**src/pccs_cfg.svh**
```systemverilog
// Purpose: Offsets, field positions, reset values and timing counts of the PLL control block.
// Assumes: A 200 MHz register clock.
// Notes:   Register indexes are word indexes; the byte address is four times the index.
`ifndef PCCS_CFG_SVH
`define PCCS_CFG_SVH

// ----------------------------------------------------------------------
// Register indexes
// ----------------------------------------------------------------------
`define PCCS_IDX_RFLG 6'h03
`define PCCS_IDX_SYNR 6'h04
`define PCCS_IDX_REF_DIVIDER_VALUE 6'h05
`define PCCS_IDX_OUTPUT_DIVIDER_VALUE 6'h06
`define PCCS_IDX_IFLG 6'h07
`define PCCS_IDX_INTEN 6'h08

// ----------------------------------------------------------------------
// Field positions
// ----------------------------------------------------------------------
`define PCCS_RF_PLL_MON 0
`define PCCS_RF_OSC_MON 1
`define PCCS_IF_OSC_QUAL 0
`define PCCS_IF_OSC_CHG 1
`define PCCS_IF_LOCK 3
`define PCCS_IF_LOCK_CHG 4
`define PCCS_IF_PERIODIC 7

// ----------------------------------------------------------------------
// Reset values
// ----------------------------------------------------------------------
`define PCCS_RST_SYNR 8'h00
`define PCCS_RST_REF_DIVIDER_VALUE 8'h00
`define PCCS_RST_OUTPUT_DIVIDER_VALUE 5'h03
`define PCCS_RST_INTEN 8'h00
`define PCCS_UNLOCKED_OUTPUT_DIVIDER_VALUE 5'h03

// ----------------------------------------------------------------------
// Timing
// ----------------------------------------------------------------------
`define PCCS_CLK_MHZ 200
`define PCCS_LOCK_QUAL_NS 2000
`define PCCS_OSC_QUAL_NS 4000
`define PCCS_LOCK_QUAL_CYC ((`PCCS_LOCK_QUAL_NS * `PCCS_CLK_MHZ + 999) / 1000)
`define PCCS_OSC_QUAL_CYC ((`PCCS_OSC_QUAL_NS * `PCCS_CLK_MHZ + 999) / 1000)
`define PCCS_RAMP_MAX_CYC 32

`endif

```
**src/pccs_pkg.sv**
```systemverilog
// Purpose: Types shared by the PLL control block.
// Assumes: Constants come from pccs_cfg.svh.
// Notes:   None.
package pccs_pkg;

    typedef enum logic [1:0] {
        PCCS_RAMP_IDLE = 2'b01,
        PCCS_RAMP_STEP = 2'b10
    } pccs_ramp_e;

    typedef struct packed {
        logic sysclk_from_pll;
        logic use_internal_ref;
        logic [4:0] ref_divisor;
        logic [1:0] filter_range;
        logic [7:0] vco_factor;
        logic [1:0] vco_range_sel;
        logic [4:0] output_divider_now;
    } pccs_pll_cfg_s;

endpackage : pccs_pkg

```
**src/pccs_qualifier.sv**
```systemverilog
// Purpose: Qualifies a level that must hold for a number of cycles.
// Assumes: restart and cond are synchronous to clk.
// Notes:   Drops at once when cond falls or restart pulses.
`timescale 1ns/1ps
module pccs_qualifier #(
    parameter int QUAL_CYCLES = 400
) (
    input wire logic clk,
    input wire logic rst_n,
    input wire logic restart,
    input wire logic cond,
    output logic qualified
);
    logic [12:0] cnt;
    logic [12:0] next_cnt;
    logic next_qualified;

    always_comb begin
        next_cnt = cnt;
        next_qualified = qualified;
        if (restart || !cond) begin
            next_cnt = 13'h0000;
            next_qualified = 1'b0;
        end else if (!qualified) begin
            if (cnt == 13'(QUAL_CYCLES - 1)) begin
                next_qualified = 1'b1;
            end else begin
                next_cnt = cnt + 13'h0001;
            end
        end
    end

    always_ff @(posedge clk or negedge rst_n) begin
        if (!rst_n) begin
            cnt <= 13'h0000;
            qualified <= 1'b0;
        end else begin
            cnt <= next_cnt;
            qualified <= next_qualified;
        end
    end
endmodule : pccs_qualifier

```
**src/pccs_pll_ctrl.sv**
```systemverilog
// Purpose: Register logic of the PLL section: dividers, lock and oscillator status, flags.
// Assumes: APB slave with zero wait states; protect and PLL-select bits come from outside.
// Notes:   Frequencies are shown as divider and factor values, not as real clocks.
//
// Chosen here: register access over APB.
`timescale 1ns/1ps
`include "pccs_cfg.svh"
module pccs_pll_ctrl (
    input wire logic clk,
    input wire logic arst_n,
    input wire logic psel,
    input wire logic penable,
    input wire logic pwrite,
    input wire logic [7:0] paddr,
    input wire logic [31:0] pwdata,
    output logic [31:0] prdata,
    output logic pready,
    output logic pslverr,
    input wire logic register_protect,
    input wire logic sysclk_from_pll,
    input wire logic ext_osc_enable,
    input wire logic osc_running,
    input wire logic vco_in_window,
    input wire logic osc_lost,
    input wire logic pll_lost,
    input wire logic periodic_timeout,
    input wire logic full_stop_entry,
    output pccs_pkg::pccs_pll_cfg_s pll_cfg,
    output logic irq
);
    // ------------------------------------------------------------------
    // Reset release
    // ------------------------------------------------------------------
    logic rst_meta;
    logic rst_n;

    always_ff @(posedge clk or negedge arst_n) begin
        if (!arst_n) begin
            rst_meta <= 1'b0;
            rst_n <= 1'b0;
        end else begin
            rst_meta <= 1'b1;
            rst_n <= rst_meta;
        end
    end

    // ------------------------------------------------------------------
    // Bus decode
    // ------------------------------------------------------------------
    function automatic logic hit(input logic [7:0] addr, input logic [5:0] idx);
        hit = (addr[7:2] == idx) && (addr[1:0] == 2'b00);
    endfunction : hit
    logic access;
    logic wr;
    logic mapped;
    logic wr_syn;
    logic wr_ref;
    logic wr_post;
    logic div_gate;
    assign access = psel && penable;
    assign wr = access && pwrite;
    assign mapped = hit(paddr, `PCCS_IDX_RFLG) || hit(paddr, `PCCS_IDX_SYNR)
                  || hit(paddr, `PCCS_IDX_REF_DIVIDER_VALUE) || hit(paddr, `PCCS_IDX_OUTPUT_DIVIDER_VALUE)
                  || hit(paddr, `PCCS_IDX_IFLG) || hit(paddr, `PCCS_IDX_INTEN);
    assign pready = 1'b1;
    assign pslverr = access && !mapped;
    assign div_gate = !register_protect && sysclk_from_pll;
    assign wr_syn = wr && hit(paddr, `PCCS_IDX_SYNR) && div_gate;
    assign wr_ref = wr && hit(paddr, `PCCS_IDX_REF_DIVIDER_VALUE) && div_gate;
    assign wr_post = wr && hit(paddr, `PCCS_IDX_OUTPUT_DIVIDER_VALUE) && sysclk_from_pll;

    // ------------------------------------------------------------------
    // Lock and oscillator qualification
    // ------------------------------------------------------------------
    logic lock;
    logic osc_qualified;
    logic lock_d;
    logic osc_qualified_d;
    logic cfg_restart;
    // Both detectors start over after any accepted SYNR or reference divider write; an output divider write does not restart them.
    assign cfg_restart = wr_syn || wr_ref;
    pccs_qualifier #(.QUAL_CYCLES(`PCCS_LOCK_QUAL_CYC)) u_lock_qual (
        .clk(clk),
        .rst_n(rst_n),
        .restart(cfg_restart),
        .cond(vco_in_window),
        .qualified(lock)
    );
    pccs_qualifier #(.QUAL_CYCLES(`PCCS_OSC_QUAL_CYC)) u_osc_qual (
        .clk(clk),
        .rst_n(rst_n),
        .restart(cfg_restart || full_stop_entry),
        .cond(osc_running && ext_osc_enable),
        .qualified(osc_qualified)
    );

    // ------------------------------------------------------------------
    // Registers
    // ------------------------------------------------------------------
    logic [7:0] syn;
    logic [7:0] ref_divider_value;
    logic [4:0] output_divider_value;
    logic [7:0] inten;
    logic [1:0] rflg;
    logic periodic_timeout_flag;
    logic lock_change_flag;
    logic osc_change_flag;
    logic [7:0] next_syn;
    logic [7:0] next_ref_divider_value;
    logic [4:0] next_output_divider_value;
    logic [7:0] next_inten;
    logic [1:0] next_rflg;
    logic next_periodic_timeout_flag;
    logic next_lock_change_flag;
    logic next_osc_change_flag;
    logic wr_rflg;
    logic wr_iflg;
    assign wr_rflg = wr && hit(paddr, `PCCS_IDX_RFLG);
    assign wr_iflg = wr && hit(paddr, `PCCS_IDX_IFLG);
    always_comb begin
        next_syn = wr_syn ? pwdata[7:0] : syn;
        next_ref_divider_value = wr_ref ? pwdata[7:0] : ref_divider_value;
        next_output_divider_value = wr_post ? pwdata[4:0] : output_divider_value;
        next_inten = (wr && hit(paddr, `PCCS_IDX_INTEN)) ? pwdata[7:0] : inten;
        next_rflg = rflg;
        next_periodic_timeout_flag = periodic_timeout_flag;
        next_lock_change_flag = lock_change_flag;
        next_osc_change_flag = osc_change_flag;
        // Clears come first so that a simultaneous event still sets the flag.
        if (wr_rflg) begin
            next_rflg = rflg & ~pwdata[1:0];
        end
        if (wr_iflg) begin
            next_periodic_timeout_flag = periodic_timeout_flag && !pwdata[`PCCS_IF_PERIODIC];
            next_lock_change_flag = lock_change_flag && !pwdata[`PCCS_IF_LOCK_CHG];
            next_osc_change_flag = osc_change_flag && !pwdata[`PCCS_IF_OSC_CHG];
        end
        if (osc_lost) begin
            next_rflg[`PCCS_RF_OSC_MON] = 1'b1;
        end
        if (pll_lost) begin
            next_rflg[`PCCS_RF_PLL_MON] = 1'b1;
        end
        if (periodic_timeout) begin
            next_periodic_timeout_flag = 1'b1;
        end
        if (lock != lock_d) begin
            next_lock_change_flag = 1'b1;
        end
        if (osc_qualified != osc_qualified_d) begin
            next_osc_change_flag = 1'b1;
        end
    end

    always_ff @(posedge clk or negedge rst_n) begin
        if (!rst_n) begin
            syn <= `PCCS_RST_SYNR;
            ref_divider_value <= `PCCS_RST_REF_DIVIDER_VALUE;
            output_divider_value <= `PCCS_RST_OUTPUT_DIVIDER_VALUE;
            inten <= `PCCS_RST_INTEN;
            rflg <= 2'h0;
            periodic_timeout_flag <= 1'b0;
            lock_change_flag <= 1'b0;
            osc_change_flag <= 1'b0;
            lock_d <= 1'b0;
            osc_qualified_d <= 1'b0;
        end else begin
            syn <= next_syn;
            ref_divider_value <= next_ref_divider_value;
            output_divider_value <= next_output_divider_value;
            inten <= next_inten;
            rflg <= next_rflg;
            periodic_timeout_flag <= next_periodic_timeout_flag;
            lock_change_flag <= next_lock_change_flag;
            osc_change_flag <= next_osc_change_flag;
            lock_d <= lock;
            osc_qualified_d <= osc_qualified;
        end
    end

    // ------------------------------------------------------------------
    // Read path
    // ------------------------------------------------------------------
    logic [7:0] iflg;
    assign iflg = {periodic_timeout_flag, 2'b00, lock_change_flag, lock,
                   1'b0, osc_change_flag, osc_qualified};

    always_comb begin
        prdata = 32'h00000000;
        if (hit(paddr, `PCCS_IDX_RFLG)) begin
            prdata[1:0] = rflg;
        end else if (hit(paddr, `PCCS_IDX_SYNR)) begin
            prdata[7:0] = syn;
        end else if (hit(paddr, `PCCS_IDX_REF_DIVIDER_VALUE)) begin
            prdata[7:0] = ref_divider_value;
        end else if (hit(paddr, `PCCS_IDX_OUTPUT_DIVIDER_VALUE)) begin
            prdata[4:0] = output_divider_value;
        end else if (hit(paddr, `PCCS_IDX_IFLG)) begin
            prdata[7:0] = iflg;
        end else if (hit(paddr, `PCCS_IDX_INTEN)) begin
            prdata[7:0] = inten;
        end
    end
    assign irq = |(iflg & inten & 8'h92);

    // ------------------------------------------------------------------
    // Output divider ramp
    // ------------------------------------------------------------------
    // Stepping one count per cycle spares the regulator a sudden load step.
    pccs_pkg::pccs_ramp_e ramp_state;
    pccs_pkg::pccs_ramp_e next_ramp_state;
    logic [4:0] div_now;
    logic [4:0] next_div_now;
    logic [4:0] div_target;
    assign div_target = lock ? output_divider_value : `PCCS_UNLOCKED_OUTPUT_DIVIDER_VALUE;
    always_comb begin
        next_div_now = div_now;
        next_ramp_state = ramp_state;
        case (ramp_state)
            pccs_pkg::PCCS_RAMP_IDLE: begin
                if (div_now != div_target) begin
                    next_ramp_state = pccs_pkg::PCCS_RAMP_STEP;
                end
            end
            pccs_pkg::PCCS_RAMP_STEP: begin
                if (div_now < div_target) begin
                    next_div_now = div_now + 5'h01;
                end else if (div_now > div_target) begin
                    next_div_now = div_now - 5'h01;
                end else begin
                    next_ramp_state = pccs_pkg::PCCS_RAMP_IDLE;
                end
            end
            default: begin
                next_ramp_state = pccs_pkg::PCCS_RAMP_IDLE;
            end
        endcase
    end

    always_ff @(posedge clk or negedge rst_n) begin
        if (!rst_n) begin
            ramp_state <= pccs_pkg::PCCS_RAMP_IDLE;
            div_now <= `PCCS_UNLOCKED_OUTPUT_DIVIDER_VALUE;
        end else begin
            ramp_state <= next_ramp_state;
            div_now <= next_div_now;
        end
    end

    // ------------------------------------------------------------------
    // Configuration to the analog PLL
    // ------------------------------------------------------------------
    pccs_pkg::pccs_pll_cfg_s next_cfg;
    always_comb begin
        next_cfg.sysclk_from_pll = sysclk_from_pll;
        next_cfg.use_internal_ref = !ext_osc_enable;
        next_cfg.ref_divisor = 5'(ref_divider_value[3:0]) + 5'h01;
        next_cfg.filter_range = ext_osc_enable ? ref_divider_value[7:6] : 2'b00;
        next_cfg.vco_factor = {1'b0, syn[5:0], 1'b0} + 8'h02;
        next_cfg.vco_range_sel = syn[7:6];
        next_cfg.output_divider_now = div_now;
    end

    always_ff @(posedge clk or negedge rst_n) begin
        if (!rst_n) begin
            pll_cfg <= '0;
        end else begin
            pll_cfg <= next_cfg;
        end
    end

    // ------------------------------------------------------------------
    // Checks
    // ------------------------------------------------------------------
    logic [5:0] ramp_cnt;
    always_ff @(posedge clk or negedge rst_n) begin
        if (!rst_n) begin
            ramp_cnt <= 6'h00;
        end else if (div_now == div_target) begin
            ramp_cnt <= 6'h00;
        end else if (ramp_cnt != 6'h3f) begin
            ramp_cnt <= ramp_cnt + 6'h01;
        end
    end
endmodule : pccs_pll_ctrl

```
**config.mk**
```make
export PLATFORM = sky130hd
export DESIGN_NAME = pccs_pll_ctrl
export DESIGN_NICKNAME = d
export VERILOG_FILES = /design/src/pccs_pkg.sv /design/src/pccs_qualifier.sv /design/src/pccs_pll_ctrl.sv
export VERILOG_INCLUDE_DIRS = /design/src /design/src/src
export SDC_FILE = /design/constraint.sdc
export NUM_CORES = 1
export LEC_CHECK = 0
export BUFFER_PORTS_ARGS = -buffer_cell sky130_fd_sc_hd__buf_2
export CORE_ASPECT_RATIO = 1.4
export CORE_UTILIZATION = 35
export DETAILED_ROUTE_END_ITERATION = 10
export GPL_ROUTABILITY_DRIVEN = 0
export GPL_TIMING_DRIVEN = 0
export SYNTH_ARGS = -nofsm -noshare
export SYNTH_HDL_FRONTEND = slang
export SYNTH_SLANG_ARGS = --single-unit
```
**constraint.sdc**
```tcl
create_clock -name clk -period 4.1 [get_ports clk]
set_clock_uncertainty 0.2 [all_clocks]
set_input_delay 0.615 -clock clk [delete_from_list [all_inputs] [get_ports clk]]
set_output_delay 0.615 -clock clk [all_outputs]
set_load 0.03 [all_outputs]
```
==> qor.json, run 1 <==
{
  "run_status": {
    "outcome": "finished, final reports clean"
  },
  "final_layout": {
    "mostFrequentLayoutCells": "sky130_fd_sc_hd__dfrtp_1, sky130_fd_sc_hd__buf_2, sky130_fd_sc_hd__nor2_1, sky130_fd_sc_hd__nand2_1, sky130_fd_sc_hd__conb_1",
    "synthToLayoutAreaGrowth_pct": 20.2,
    "diodes_inserted": 0,
    "fillers": 1216,
    "layout-drive-gt1-share": 0.300,
    "finish.net_count": 578,
    "commonest_non_fill_non_tap_cell_in_the_layout": "sky130_fd_sc_hd__dfrtp_1",
    "final_cells": 694
  },
  "min_path": {
    "timing.hold.worst.class": "flip-flop to async pin"
  },
  "power_and_ir_drop": {
    "powerDensity_mw_per_mm2": 425,
    "totalPowerFinal_mw": 2.39,
    "p_leak_nw": 2.81,
    "peakVddDrop_mv": 0.178
  },
  "synth": {
    "largest_cells_by_area_after_synthesis": "sky130_fd_sc_hd__dfrtp_1, sky130_fd_sc_hd__mux2_2, sky130_fd_sc_hd__buf_4",
    "netlist.area_leader.share": 0.487,
    "ys_async_sr_fraction": 1.00,
    "post_synth_mux_area_share": 0.101,
    "post_synth_instance_area_mm2": 0.00468,
    "simple_logic_cell_fraction_of_the_synthesized_area": 0.161,
    "synth_edf_count": 0,
    "yosys.area_share.xor_xnor": 0.0636,
    "synth_seq_cells": 96,
    "cell_variety_after_synth": 54,
    "syn-instance-count": 413,
    "post_syn_area_per_cell_um2": 11.3,
    "synth_fa_ha_area_frac": 0.0364,
    "synth_top_cell_by_area": "sky130_fd_sc_hd__dfrtp_1",
    "ys.flop_type": "sky130_fd_sc_hd__dfrtp_1",
    "synth-seq-area-share": 0.515,
    "synth_top_family_by_area": "simple AND/OR/NAND/NOR gates",
    "share_of_the_synthesized_area_in_compound_gates_ao_oa_aoi_oai": 0.0570,
    "ys.warnings.count": 0
  },
  "clocking": {
    "cts_resized": 0,
    "cts_tree": "built",
    "clk-insertion-delay-late_ps": 350,
    "clock_slew_at_reported_path_ffs_ps": 70,
    "cts_buffers": 9,
    "clock_tree.root_cell": "sky130_fd_sc_hd__clkbuf_16",
    "cts-hold-fix-buffers": 1,
    "cts.sink_count": 96,
    "htree_num_levels": 3,
    "cts.path.max_buffers": 2,
    "cts_setup_buffers": 0
  },
  "timing": {
    "finalHoldViolCount": 0,
    "rsz_0062_raised_after_global_routing": "no",
    "max_slew_margin": 0.463,
    "final-max-slew-violation-count": 0,
    "achievable-frequency_mhz": 277,
    "tightest_slew_ps": 799,
    "final-setup-viol-count": 0,
    "final_min_period_over_clock_period": 0.879,
    "min_period_ps": 3610
  },
  "floorplanning": {
    "floorplan.die.height_um": 139,
    "die_width_um": 99.7,
    "row_count": 49,
    "floorplan.initialDensity": 0.362,
    "ioPinCount": 113,
    "floorplan.core_area_mm2": 0.0129,
    "die_area_mm2": 0.0138
  },
  "worst_setup_path": {
    "slowest_stage": "sky130_fd_sc_hd__fa_1",
    "critPathArrivalTime_ps": 3610,
    "timing.critical_path.cells": "clkbuf_1 -> nor2b_1 -> ha_1 -> nor2b_1 -> o21ai_0 -> nand3_1 -> fa_1 -> nand3_1 -> nand2_1 -> and4b_1 -> a311oi_1 -> o311ai_0",
    "cp.buffers_inverters": 1,
    "critPathMaxFanout": 10,
    "cp_data_required_time_ps": 4100,
    "setup.worst_path.start_class": "flip-flop",
    "critical_path.endpoint_type": "flip-flop",
    "worst-setup-path-type": "flip-flop to flip-flop",
    "timing.reg2reg.setup_slack_ps": 490,
    "crit_path_max_incr_delay_ps": 490,
    "critPathTopFamily": "simple AND/OR/NAND/NOR gates"
  },
  "placed_design": {
    "placed_cells_incl_taps": 677,
    "dpl.hpwl_mm": 7.25,
    "io_buffers": 60
  },
  "route": {
    "firstDrtPassIters": 4,
    "wl_per_cell_um": 14.1,
    "routed-via-count": 3265,
    "drt-total-wl_mm": 9.75,
    "drc": 0,
    "drtIter0Drc": 149,
    "vias_per_cell": 4.70,
    "detail-route-antenna-nets": 0
  },
  "global_route": {
    "globalRouteTotalUtil": 0.152,
    "grt_first_pass_wirelength_mm": 16.4,
    "grt_max_degree": 58,
    "vias_in_the_first_global_route": 3300,
    "globalRouteOverflowTotal": 0,
    "initial_antenna_violation_count": 0
  },
  "run": {
    "max_cap_violations": 0
  }
}
[routing by layer]
metal / global-route usage / share of wire / up-vias
li1: - / - / 1571
met1: 0.180 / 0.41 / 1607
met2: 0.266 / 0.53 / 74
met3: 0.0373 / 0.039 / 13
met4: 0.0550 / 0.018 / 0
met5: 0 / 0 / -
[state kept, by name, summed over array words and instances, names as in the netlist]
signal / count
pll_cfg: 23
u_lock_qual.cnt: 13
u_osc_qual.cnt: 13
inten: 8
ref_divider_value: 8
syn: 8
div_now: 5
output_divider_value: 5
ramp_state: 2
rflg: 2
lock_change_flag: 1
lock_d: 1
osc_change_flag: 1
osc_qualified_d: 1
periodic_timeout_flag: 1
rst_meta: 1
rst_n: 1
u_lock_qual.qualified: 1
u_osc_qual.qualified: 1
[final cells by class]
| class | instances | area [um^2] | area share |
|---|---|---|---|
| clock buffers | 10 | 239 | 0.0425 |
| inverters | 11 | 41.3 | 0.00734 |
| multi-input cells | 293 | 2060 | 0.367 |
| repair buffers | 62 | 338 | 0.0600 |
| clock inverters | 6 | 50.0 | 0.00889 |
| plain buffers | 38 | 259 | 0.0460 |
| flip-flops and latches | 96 | 2410 | 0.429 |
| well taps | 178 | 223 | 0.0396 |
[cell usage after synthesis (all sizes together) (2+ instances only)]
master,instances
a21o,6
a21oi,9
a22o,5
a22oi,3
a311oi,2
a31oi,2
and2,6
and3,10
and4,3
and4b,2
buf,31
clkbuf,7
conb,2
dfrtp,91
dfstp,5
ha,12
inv,11
mux2,31
mux2i,5
mux4,2
nand2,35
nand2b,3
nand3,14
nand4,6
nand4b,2
nor2,42
nor2b,2
nor3,4
nor3b,2
nor4,3
o21ai,7
or4,2
xnor2,13
xor2,21
[where the power goes]
group	switching (mW)	internal, mW	total, mW
clock network	0.377	0.435	0.812
registers	0.0587	1.03	1.09
logic	0.284	0.208	0.491
[kinds of logic after synthesis]
kind of cell             Yosys count
AO/OA/AOI/OAI                     39
multiplexers                      38
adder cells (fa/ha/maj)           13
flip-flops                        96
XOR/XNOR                          34
AND/OR/NAND/NOR                  142
other                              2
buffers and inverters             49
[through the flow]
step                      area (um^2)  setup WS (ps)  utilization  setup TNS, ps  hold slack (ps)
final                            5630            495        0.435              0              110
after global routing             5630            276        0.435              0              163
after CTS                        5630            520        0.435              0              130
after detailed placement         5330            565        0.412              0              122
after global placement           5300          -11.2        0.409           -306              136
after floorplan                  4770            938            -              0              119
[worst paths after layout]
kind	from	endpoint	cells past startpoint
setup / recovery	u_lock_qual.qualified	div_now[4]	12
hold / removal	rst_n	pll_cfg[16]	0
setup reg to reg	u_lock_qual.qualified	div_now[4]	12
hold reg to reg	rst_n	pll_cfg[16]	0
max in group asynchronous	rst_n	output_divider_value[1]	1
min in group clk	u_lock_qual.qualified	lock_d	0
Power figures use the tool's default switching activity.
==> inputs of run 2 (changes only) <==
--- a/config.mk
+++ b/config.mk
@@ -6,6 +6,7 @@
 export SDC_FILE = /design/constraint.sdc
 export NUM_CORES = 1
 export LEC_CHECK = 0
+export ABC_AREA = 1
 export BUFFER_PORTS_ARGS = -buffer_cell sky130_fd_sc_hd__buf_2
 export CORE_ASPECT_RATIO = 1.4
 export CORE_UTILIZATION = 35
==> run 2 against run 1 <==
  * Count of clock-buffer cells in the layout stayed put
  * Sequential share of layout area shrank 4.5 points
  * Largest power group unchanged
  * Highest routed layer is now met5
  * Critical path type unchanged
  * Combinational power rose by 19%
  * Utilization down 0.55 points
  * Register-to-register slack better by 570 ps
  * Largest cell class unchanged
==> qor.json, run 2 <==
{
  "worst_setup_path": {
    "r2r-start": "u_lock_qual.qualified",
    "critical-path-top-cell-by-count": "sky130_fd_sc_hd__nand2_1",
    "timing.reg2reg.setup_slack": {"value": 1070, "unit": "ps", "change": "+570 ps"},
    "critical_path.endpoint_type": "flip-flop",
    "critPathMaxFanout": {"value": 7, "change": "-3"},
    "crit_path_max_incr_delay": {"value": 420, "unit": "ps", "change": "-70 ps"},
    "reg2regPathDepth": {"value": 19, "change": "+7"},
    "critPathArrivalTime": {"value": 3060, "unit": "ps", "change": "-550 ps"},
    "critPathTopFamily": "simple AND/OR/NAND/NOR gates",
    "cp_data_required_time": {"value": 4130, "unit": "ps", "change": "+30 ps"},
    "reg2reg_to": "div_now[4]",
    "cp.buffers_inverters": {"value": 5, "change": "+4"},
    "timing.critical_path.cells": "clkbuf_1 -> inv_1 -> nor2_1 -> ha_1 -> nand2_1 -> nor2_1 -> nand2_1 -> nand3_1 -> ha_1 -> nand2_1 -> inv_1 -> a21oi_1 -> inv_1 -> nand2_1 -> nand2_1 -> inv_1 -> nand2_1 -> nand2_1 -> nand2_1",
    "setup.worst_path.start_class": "flip-flop",
    "slowest_stage": "sky130_fd_sc_hd__ha_1",
    "worst-setup-path-type": "flip-flop to flip-flop"
  },
  "final_layout": {
    "regMostFlops": "pll_cfg",
    "mostFrequentLayoutCells": "sky130_fd_sc_hd__nand2_1, sky130_fd_sc_hd__inv_1, sky130_fd_sc_hd__dfrtp_1, sky130_fd_sc_hd__buf_2, sky130_fd_sc_hd__nand3_1",
    "layout-drive-gt1-share": {"value": 0.189, "change": "-0.112"},
    "synthToLayoutAreaGrowth_pct": 18.4,
    "flip_flop_count_of_the_largest_register_after_layout": {"value": 23, "change": "unchanged"},
    "commonest_non_fill_non_tap_cell_in_the_layout": "sky130_fd_sc_hd__nand2_1",
    "diodes_inserted": {"value": 0, "change": "unchanged"},
    "final_core_utilization": {"value": 0.429, "change": "-0.00547"},
    "finish.net_count": {"value": 830, "change": "+44%"},
    "reg.largest.list": "pll_cfg (23), u_lock_qual.cnt (13), u_osc_qual.cnt (13)"
  },
  "timing": {
    "final_min_period_over_clock_period": {"value": 0.739, "change": "-0.140"},
    "holdWs": {"value": 64.2, "unit": "ps", "change": "-46.2 ps"},
    "final-setup-viol-count": {"value": 0, "change": "unchanged"},
    "max_slew_margin": {"value": 0.435, "change": "-0.0275"},
    "finalHoldViolCount": {"value": 0, "change": "unchanged"},
    "achievable-frequency": {"value": 330, "unit": "MHz", "change": "+19%"},
    "rsz_0062_raised_after_global_routing": "no",
    "finalWorstSetupSlack": {"value": 1070, "unit": "ps", "change": "+574 ps"},
    "min_period": {"value": 3030, "unit": "ps", "change": "-574 ps"},
    "final-max-slew-violation-count": {"value": 0, "change": "unchanged"},
    "tightest_slew": {"value": 840, "unit": "ps", "change": "+41.4 ps"}
  },
  "power_and_ir_drop": {
    "p_leak": {"value": 3.36, "unit": "nW", "change": "+20%"},
    "peakVddDrop": {"value": 0.215, "unit": "mV", "change": "+21%"},
    "powerDensity": {"value": 398, "unit": "mW/mm^2", "change": "-6.2%"}
  },
  "synth": {
    "synth-seq-area-share": {"value": 0.453, "change": "-0.0612"},
    "post_syn_area_per_cell": {"value": 8.01, "unit": "um^2", "change": "-29%"},
    "ys.warnings.count": {"value": 0, "change": "unchanged"},
    "cell_variety_after_synth": {"value": 38, "change": "-30%"},
    "synth_fa_ha_area_frac": {"value": 0.0320, "change": "-0.00433"},
    "synth_top_family_by_area": "simple AND/OR/NAND/NOR gates",
    "synth_edf_count": {"value": 0, "change": "unchanged"},
    "largest_cells_by_area_after_synthesis": "sky130_fd_sc_hd__dfrtp_1, sky130_fd_sc_hd__nand2_1, sky130_fd_sc_hd__inv_1",
    "ys_async_sr_fraction": {"value": 1.00, "change": "unchanged"},
    "syn-instance-count": {"value": 663, "change": "+61%"},
    "yosys.area_share.xor_xnor": {"value": 0.0346, "change": "-0.0290"},
    "simple_logic_cell_fraction_of_the_synthesized_area": {"value": 0.299, "change": "+0.137"},
    "post_synth_instance_area": {"value": 0.00531, "unit": "mm^2", "change": "+14%"},
    "ys_top_cells_by_count": "sky130_fd_sc_hd__nand2_1, sky130_fd_sc_hd__inv_1, sky130_fd_sc_hd__dfrtp_1, sky130_fd_sc_hd__nand3_1, sky130_fd_sc_hd__nor2_1",
    "share_of_the_synthesized_area_in_compound_gates_ao_oa_aoi_oai": {"value": 0.0612, "change": "+0.00430"},
    "synth_top_cell_by_area": "sky130_fd_sc_hd__dfrtp_1",
    "netlist.area_leader.share": {"value": 0.429, "change": "-0.0579"},
    "synth_seq_cells": {"value": 96, "change": "unchanged"},
    "post_synth_mux_area_share": {"value": 0, "change": "-0.101"},
    "ys.flop_type": "sky130_fd_sc_hd__dfrtp_1",
    "yosys.cell_count.top_type": "sky130_fd_sc_hd__nand2_1"
  },
  "placed_design": {
    "io_buffers": {"value": 62, "change": "+3.3%"},
    "dpl.hpwl": {"value": 9.11, "unit": "mm", "change": "+26%"},
    "dp_worst_setup_slack": {"value": 1060, "unit": "ps", "change": "+496 ps"}
  },
  "clocking": {
    "cts.sink_count": {"value": 96, "change": "unchanged"},
    "cts_setup_buffers": {"value": 0, "change": "unchanged"},
    "cts_tree": "built",
    "cts_buffers": {"value": 9, "change": "unchanged"},
    "htree_num_levels": {"value": 3, "change": "unchanged"},
    "clock_tree.root_cell": "sky130_fd_sc_hd__clkbuf_16",
    "cts.path.max_buffers": {"value": 2, "change": "unchanged"},
    "cts_resized": {"value": 0, "change": "unchanged"},
    "clk-insertion-delay-late": {"value": 340, "unit": "ps", "change": "about the same"},
    "clock_slew_at_reported_path_ffs": {"value": 70, "unit": "ps", "change": "about the same"}
  },
  "floorplanning": {
    "ioPinCount": {"value": 113, "change": "unchanged"},
    "row_count": {"value": 52, "change": "+6.1%"},
    "die_width": {"value": 106, "unit": "um", "change": "+6.4%"},
    "floorplan.die.height": {"value": 148, "unit": "um", "change": "+6.4%"},
    "floorplan.initialDensity": {"value": 0.363, "change": "+0.00108"},
    "die_area": {"value": 0.0157, "unit": "mm^2", "change": "+13%"},
    "floorplan.core_area": {"value": 0.0146, "unit": "mm^2", "change": "+13%"}
  },
  "route": {
    "drtIter0Drc": {"value": 174, "change": "+17%"},
    "wl_per_cell": {"value": 12.4, "unit": "um", "change": "-11%"},
    "drt-total-wl": {"value": 11.9, "unit": "mm", "change": "+22%"},
    "firstDrtPassIters": {"value": 4, "change": "unchanged"},
    "vias_per_cell": {"value": 4.54, "change": "-3.5%"},
    "detail-route-antenna-nets": {"value": 0, "change": "unchanged"},
    "drc": {"value": 0, "change": "unchanged"},
    "routed-via-count": {"value": 4345, "change": "+33%"}
  },
  "global_route": {
    "vias_in_the_first_global_route": {"value": 4166, "change": "+26%"},
    "globalRouteTotalUtil": {"value": 0.161, "change": "+0.00900"},
    "grt_max_degree": {"value": 69, "change": "+19%"},
    "initial_antenna_violation_count": {"value": 1, "change": "+1"},
    "globalRouteOverflowTotal": {"value": 0, "change": "unchanged"},
    "grt_first_pass_wirelength": {"value": 19.9, "unit": "mm", "change": "+21%"}
  },
  "run_status": {
    "outcome": "finished, final reports clean"
  },
  "run": {
    "max_cap_violations": {"value": 0, "change": "unchanged"}
  },
  "min_path": {
    "timing.hold.worst.class": "flip-flop to async pin"
  }
}
-- run 2: cell types whose count changed after synthesis, moves of 10 or more --
| cell | change |
|---|---|
| sky130_fd_sc_hd__and3_1 | -10 |
| sky130_fd_sc_hd__inv_1 | +84 |
| sky130_fd_sc_hd__mux2_2 | -23 |
| sky130_fd_sc_hd__nand2_1 | +138 |
| sky130_fd_sc_hd__nand3_1 | +47 |
| sky130_fd_sc_hd__nor2_1 | +15 |
| sky130_fd_sc_hd__o21ai_0 | +23 |
-- run 2: final cells by class --
cell class	count	area (um^2)
Fill cell	1532	8350
Sequential cell	96	2410
Multi-Input combinational cell	458	2370
Inverter	100	375
Timing Repair Buffer	64	348
Buffer	34	254
Clock buffer	10	239
Tap cell	189	236
Clock inverter	6	55.1
-- run 2: cells by family (layout without fill, tap and decap cells) --
group	count (synthesis)	after routing
AO/OA/AOI/OAI	60	60
XOR/XNOR	21	21
adder cells (fa/ha/maj)	13	13
buffers and inverters	134	214
flip-flops	96	96
other	2	27
AND/OR/NAND/NOR	337	337
-- run 2: worst max-delay path by stage --
| stage | start | end | slack [ps] | cells after the start |
|---|---|---|---|---|
| after floorplan | rst_n | div_now[2] | 1040 | 0 |
| after global placement | rst_n | pll_cfg[15] | -230 | 0 |
| after detailed placement | u_lock_qual.qualified | div_now[4] | 1060 | 19 |
| after CTS | u_lock_qual.qualified | div_now[4] | 1040 | 17 |
| after global routing | u_lock_qual.qualified | div_now[4] | 700 | 19 |
| final | u_lock_qual.qualified | div_now[4] | 1070 | 19 |
-- run 2: routing by layer --
layer	vias up	routed length [um]	track usage
li1	2246	-	-
met1	2000	4930	0.181
met2	83	6380	0.304
met3	14	391	0.0273
met4	2	186	0.0528
met5	-	13	0
-- run 2: what timing repair did --
| action | in CTS | in global routing |
|---|---|---|
| hold buffers | 1 | 0 |
| setup endpoints to repair | 0 | 0 |
| hold endpoints to repair | 2 | 0 |
-- run 2: report_power, final --
group          internal [mW]  leakage [nW]  switching, mW
sequential              1.03          1.24         0.0555
combinational          0.218          1.97          0.366
clock                  0.443         0.146          0.396
-- run 2: through the flow --
| stage | cell area, um^2 | total power [mW] | std cells | setup TNS, ps |
|---|---|---|---|---|
| 6_report | 6290 | 2.51 | 957 | 0 |
| 3_3_place_gp | 5950 | 1.67 | 939 | -19740 |
| 2_1_floorplan | 5410 | 1.55 | 688 | 0 |
| 4_1_cts | 6290 | 2.53 | 957 | 0 |
| 3_5_place_dp | 5980 | 1.69 | 940 | 0 |
| 5_1_grt | 6290 | 2.64 | 957 | 0 |
-- run 2: worst register-to-register path: stages, from the launching register on --
cell                       delay, ps
sky130_fd_sc_hd__dfrtp_1         340
sky130_fd_sc_hd__clkbuf_1        280
sky130_fd_sc_hd__inv_1           210
sky130_fd_sc_hd__nor2_1          140
sky130_fd_sc_hd__ha_1            230
sky130_fd_sc_hd__nand2_1          90
sky130_fd_sc_hd__nor2_1           40
sky130_fd_sc_hd__nand2_1          70
sky130_fd_sc_hd__nand3_1         230
sky130_fd_sc_hd__ha_1            430
sky130_fd_sc_hd__nand2_1          90
sky130_fd_sc_hd__inv_1            40
sky130_fd_sc_hd__a21oi_1         170
sky130_fd_sc_hd__inv_1            60
sky130_fd_sc_hd__nand2_1          60
sky130_fd_sc_hd__nand2_1          50
sky130_fd_sc_hd__inv_1            60
sky130_fd_sc_hd__nand2_1          50
sky130_fd_sc_hd__nand2_1          60
sky130_fd_sc_hd__nand2_1          40
==> inputs of run 3 (changes only) <==
==> constraint.sdc (replaced) <==
create_clock -name clk -period 3 [get_ports clk]
set_clock_uncertainty 0.2 [all_clocks]
set_input_delay 0.45 -clock clk [delete_from_list [all_inputs] [get_ports clk]]
set_output_delay 0.45 -clock clk [all_outputs]
set_load 0.03 [all_outputs]
==> run 3 against run 2 <==
  * Die area unchanged
  * Count of clock-buffer cells in the layout shrank 1
  * Clock power rose by 37%
  * Worst setup slack lost 750 ps
  * Critical endpoint unchanged
  * Largest power group unchanged
  * Highest routed layer is now met4
==> qor.json, run 3 (same netlist as run 2, synthesis figures left out) <==
{
  "run_status": {
    "outcome": "finished, final reports clean"
  },
  "route": {
    "wl_per_cell": {"value": 12.6, "unit": "um", "change": "+1.6%"},
    "vias_per_cell": {"value": 4.56, "change": "+0.40%"},
    "routed-via-count": {"value": 4358, "change": "+0.30%"},
    "drtIter0Drc": {"value": 148, "change": "-15%"},
    "detail-route-antenna-nets": {"value": 0, "change": "unchanged"},
    "firstDrtPassIters": {"value": 5, "change": "+1"},
    "drt-total-wl": {"value": 12.1, "unit": "mm", "change": "+1.5%"},
    "drc": {"value": 0, "change": "unchanged"}
  },
  "worst_setup_path": {
    "crit_path_max_incr_delay": {"value": 470, "unit": "ps", "change": "+50 ps"},
    "setup.worst_path.start_class": "flip-flop",
    "critPathTopFamily": "simple AND/OR/NAND/NOR gates",
    "timing.reg2reg.setup_slack": {"value": 320, "unit": "ps", "change": "-750 ps"},
    "slowest_stage": "sky130_fd_sc_hd__dfrtp_2",
    "critPathMaxFanout": {"value": 8, "change": "+1"},
    "timing.critical_path.cells": "inv_2 -> nor2_1 -> ha_1 -> nand2_1 -> nor2_1 -> nand2_1 -> nand3_2 -> fa_1 -> a21oi_1 -> inv_1 -> nand2_1 -> nand2_1 -> inv_1 -> nand2_1 -> nand2_1 -> nand2_1",
    "worst-setup-path-type": "flip-flop to flip-flop",
    "cp_data_required_time": {"value": 3040, "unit": "ps", "change": "-1090 ps"},
    "critical-path-top-cell-by-count": "sky130_fd_sc_hd__nand2_1",
    "cp.buffers_inverters": {"value": 3, "change": "-2"},
    "critical_path.endpoint_type": "flip-flop",
    "critPathArrivalTime": {"value": 2720, "unit": "ps", "change": "-340 ps"}
  },
  "timing": {
    "holdWs": {"value": 33.3, "unit": "ps", "change": "-30.9 ps"},
    "achievable-frequency": {"value": 373, "unit": "MHz", "change": "+13%"},
    "final_min_period_over_clock_period": {"value": 0.893, "change": "+0.154"},
    "finalWorstSetupSlack": {"value": 321, "unit": "ps", "change": "-748 ps"},
    "final-setup-viol-count": {"value": 0, "change": "unchanged"},
    "min_period": {"value": 2680, "unit": "ps", "change": "-352 ps"},
    "tightest_slew": {"value": 895, "unit": "ps", "change": "+54.5 ps"},
    "max_slew_margin": {"value": 0.399, "change": "-0.0366"},
    "finalHoldViolCount": {"value": 0, "change": "unchanged"},
    "rsz_0062_raised_after_global_routing": "no",
    "final-max-slew-violation-count": {"value": 0, "change": "unchanged"},
    "fin_setup_tns": {"value": 0, "unit": "ps", "change": "unchanged"}
  },
  "power_and_ir_drop": {
    "totalPowerFinal": {"value": 3.44, "unit": "mW", "change": "+37%"},
    "peakVddDrop": {"value": 0.243, "unit": "mV", "change": "+13%"},
    "p_leak": {"value": 3.35, "unit": "nW", "change": "-0.11%"},
    "powerDensity": {"value": 547, "unit": "mW/mm^2", "change": "+37%"}
  },
  "floorplanning": {
    "die_width": {"value": 106, "unit": "um", "change": "unchanged"},
    "row_count": {"value": 52, "change": "unchanged"},
    "floorplan.initialDensity": {"value": 0.363, "change": "unchanged"},
    "die_area": {"value": 0.0157, "unit": "mm^2", "change": "unchanged"},
    "floorplan.core_area": {"value": 0.0146, "unit": "mm^2", "change": "unchanged"},
    "floorplan.die.height": {"value": 148, "unit": "um", "change": "unchanged"},
    "ioPinCount": {"value": 113, "change": "unchanged"}
  },
  "clocking": {
    "clock_tree.root_cell": "sky130_fd_sc_hd__clkbuf_16",
    "cts_setup_buffers": {"value": 0, "change": "unchanged"},
    "clock_slew_at_reported_path_ffs": {"value": 70, "unit": "ps", "change": "about the same"},
    "cts.path.max_buffers": {"value": 2, "change": "unchanged"},
    "htree_num_levels": {"value": 3, "change": "unchanged"},
    "cts_tree": "built",
    "clk-insertion-delay-late": {"value": 350, "unit": "ps", "change": "about the same"},
    "cts.sink_count": {"value": 96, "change": "unchanged"},
    "cts_buffers": {"value": 9, "change": "unchanged"}
  },
  "run": {
    "max_cap_violations": {"value": 0, "change": "unchanged"}
  },
  "final_layout": {
    "regMostFlops": "pll_cfg",
    "reg.largest.list": "pll_cfg (23), u_lock_qual.cnt (13), u_osc_qual.cnt (13)",
    "synthToLayoutAreaGrowth": {"value": 18.4, "unit": "%", "change": "about the same"},
    "finish.net_count": {"value": 829, "change": "-0.12%"},
    "mostFrequentLayoutCells": "sky130_fd_sc_hd__nand2_1, sky130_fd_sc_hd__inv_1, sky130_fd_sc_hd__dfrtp_1, sky130_fd_sc_hd__buf_2, sky130_fd_sc_hd__nand3_1",
    "flip_flop_count_of_the_largest_register_after_layout": {"value": 23, "change": "unchanged"},
    "commonest_non_fill_non_tap_cell_in_the_layout": "sky130_fd_sc_hd__nand2_1",
    "layout-drive-gt1-share": {"value": 0.193, "change": "+0.00416"},
    "design_area": {"value": 0.00629, "unit": "mm^2", "change": "about the same"},
    "diodes_inserted": {"value": 0, "change": "unchanged"}
  },
  "min_path": {
    "timing.hold.worst.class": "input port to flip-flop"
  },
  "global_route": {
    "globalRouteOverflowTotal": {"value": 0, "change": "unchanged"},
    "vias_in_the_first_global_route": {"value": 4275, "change": "+2.6%"},
    "globalRouteTotalUtil": {"value": 0.163, "change": "+0.00122"},
    "grt_first_pass_wirelength": {"value": 20.0, "unit": "mm", "change": "+0.55%"},
    "grt_max_degree": {"value": 58, "change": "-16%"},
    "initial_antenna_violation_count": {"value": 0, "change": "-1"}
  },
  "placed_design": {
    "dpl-instance-area": {"value": 0.00598, "unit": "mm^2", "change": "unchanged"},
    "dp_worst_setup_slack": {"value": -49.8, "unit": "ps", "change": "-1110 ps"},
    "io_buffers": {"value": 62, "change": "unchanged"},
    "dpl.hpwl": {"value": 9.08, "unit": "mm", "change": "-0.32%"}
  }
}
## run 3: worst paths after layout
kind,startpoint,to,cells past startpoint
worst max-delay path,u_lock_qual.qualified,div_now[4],16
worst min-delay path,sysclk_from_pll,pll_cfg[23],1
worst max register to register,u_lock_qual.qualified,div_now[4],16
worst min register to register,rst_n,ramp_state[1],0
max in group asynchronous,rst_n,output_divider_value[1],1
min in group asynchronous,rst_n,ramp_state[1],0
## run 3: cell type report
type                       count  area [um^2]
buffer                        33          250
clock buffer                   9          225
clock inverter                 7         70.1
fill                        1514         8350
inverter                     100          375
multi-input combinational    458         2370
sequential                    96         2410
tap                          189          236
timing repair buffer          64          348
## run 3: repair_timing
action / in CTS / in global routing
setup endpoints to repair: 1 / 1
hold buffers: 1 / 0
gates cloned: 0 / 0
resized for setup: 0 / 3
endpoints found under the hold margin: 2 / 0
## run 3: where the power goes
part | total [mW] | leakage (nW) | internal (mW) | switching [mW]
sequential | 1.48 | 1.24 | 1.40 | 0.0813
combinational | 0.809 | 1.98 | 0.301 | 0.508
clock | 1.15 | 0.142 | 0.588 | 0.563
total | 3.44 | 3.35 | 2.29 | 1.15
## run 3: through the flow
step / cells / utilization
after floorplan: 688 / -
after global placement: 939 / 0.407
after detailed placement: 940 / 0.409
after CTS: 956 / 0.429
after global routing: 956 / 0.430
final: 956 / 0.430
## run 3: metal layers
metal	GRT usage	up-vias	routed length, um
met5	0	-	0
met4	0.0722	0	323
met3	0.0229	15	347
met2	0.311	88	6480
met1	0.174	2024	4940
li1	-	2231	-
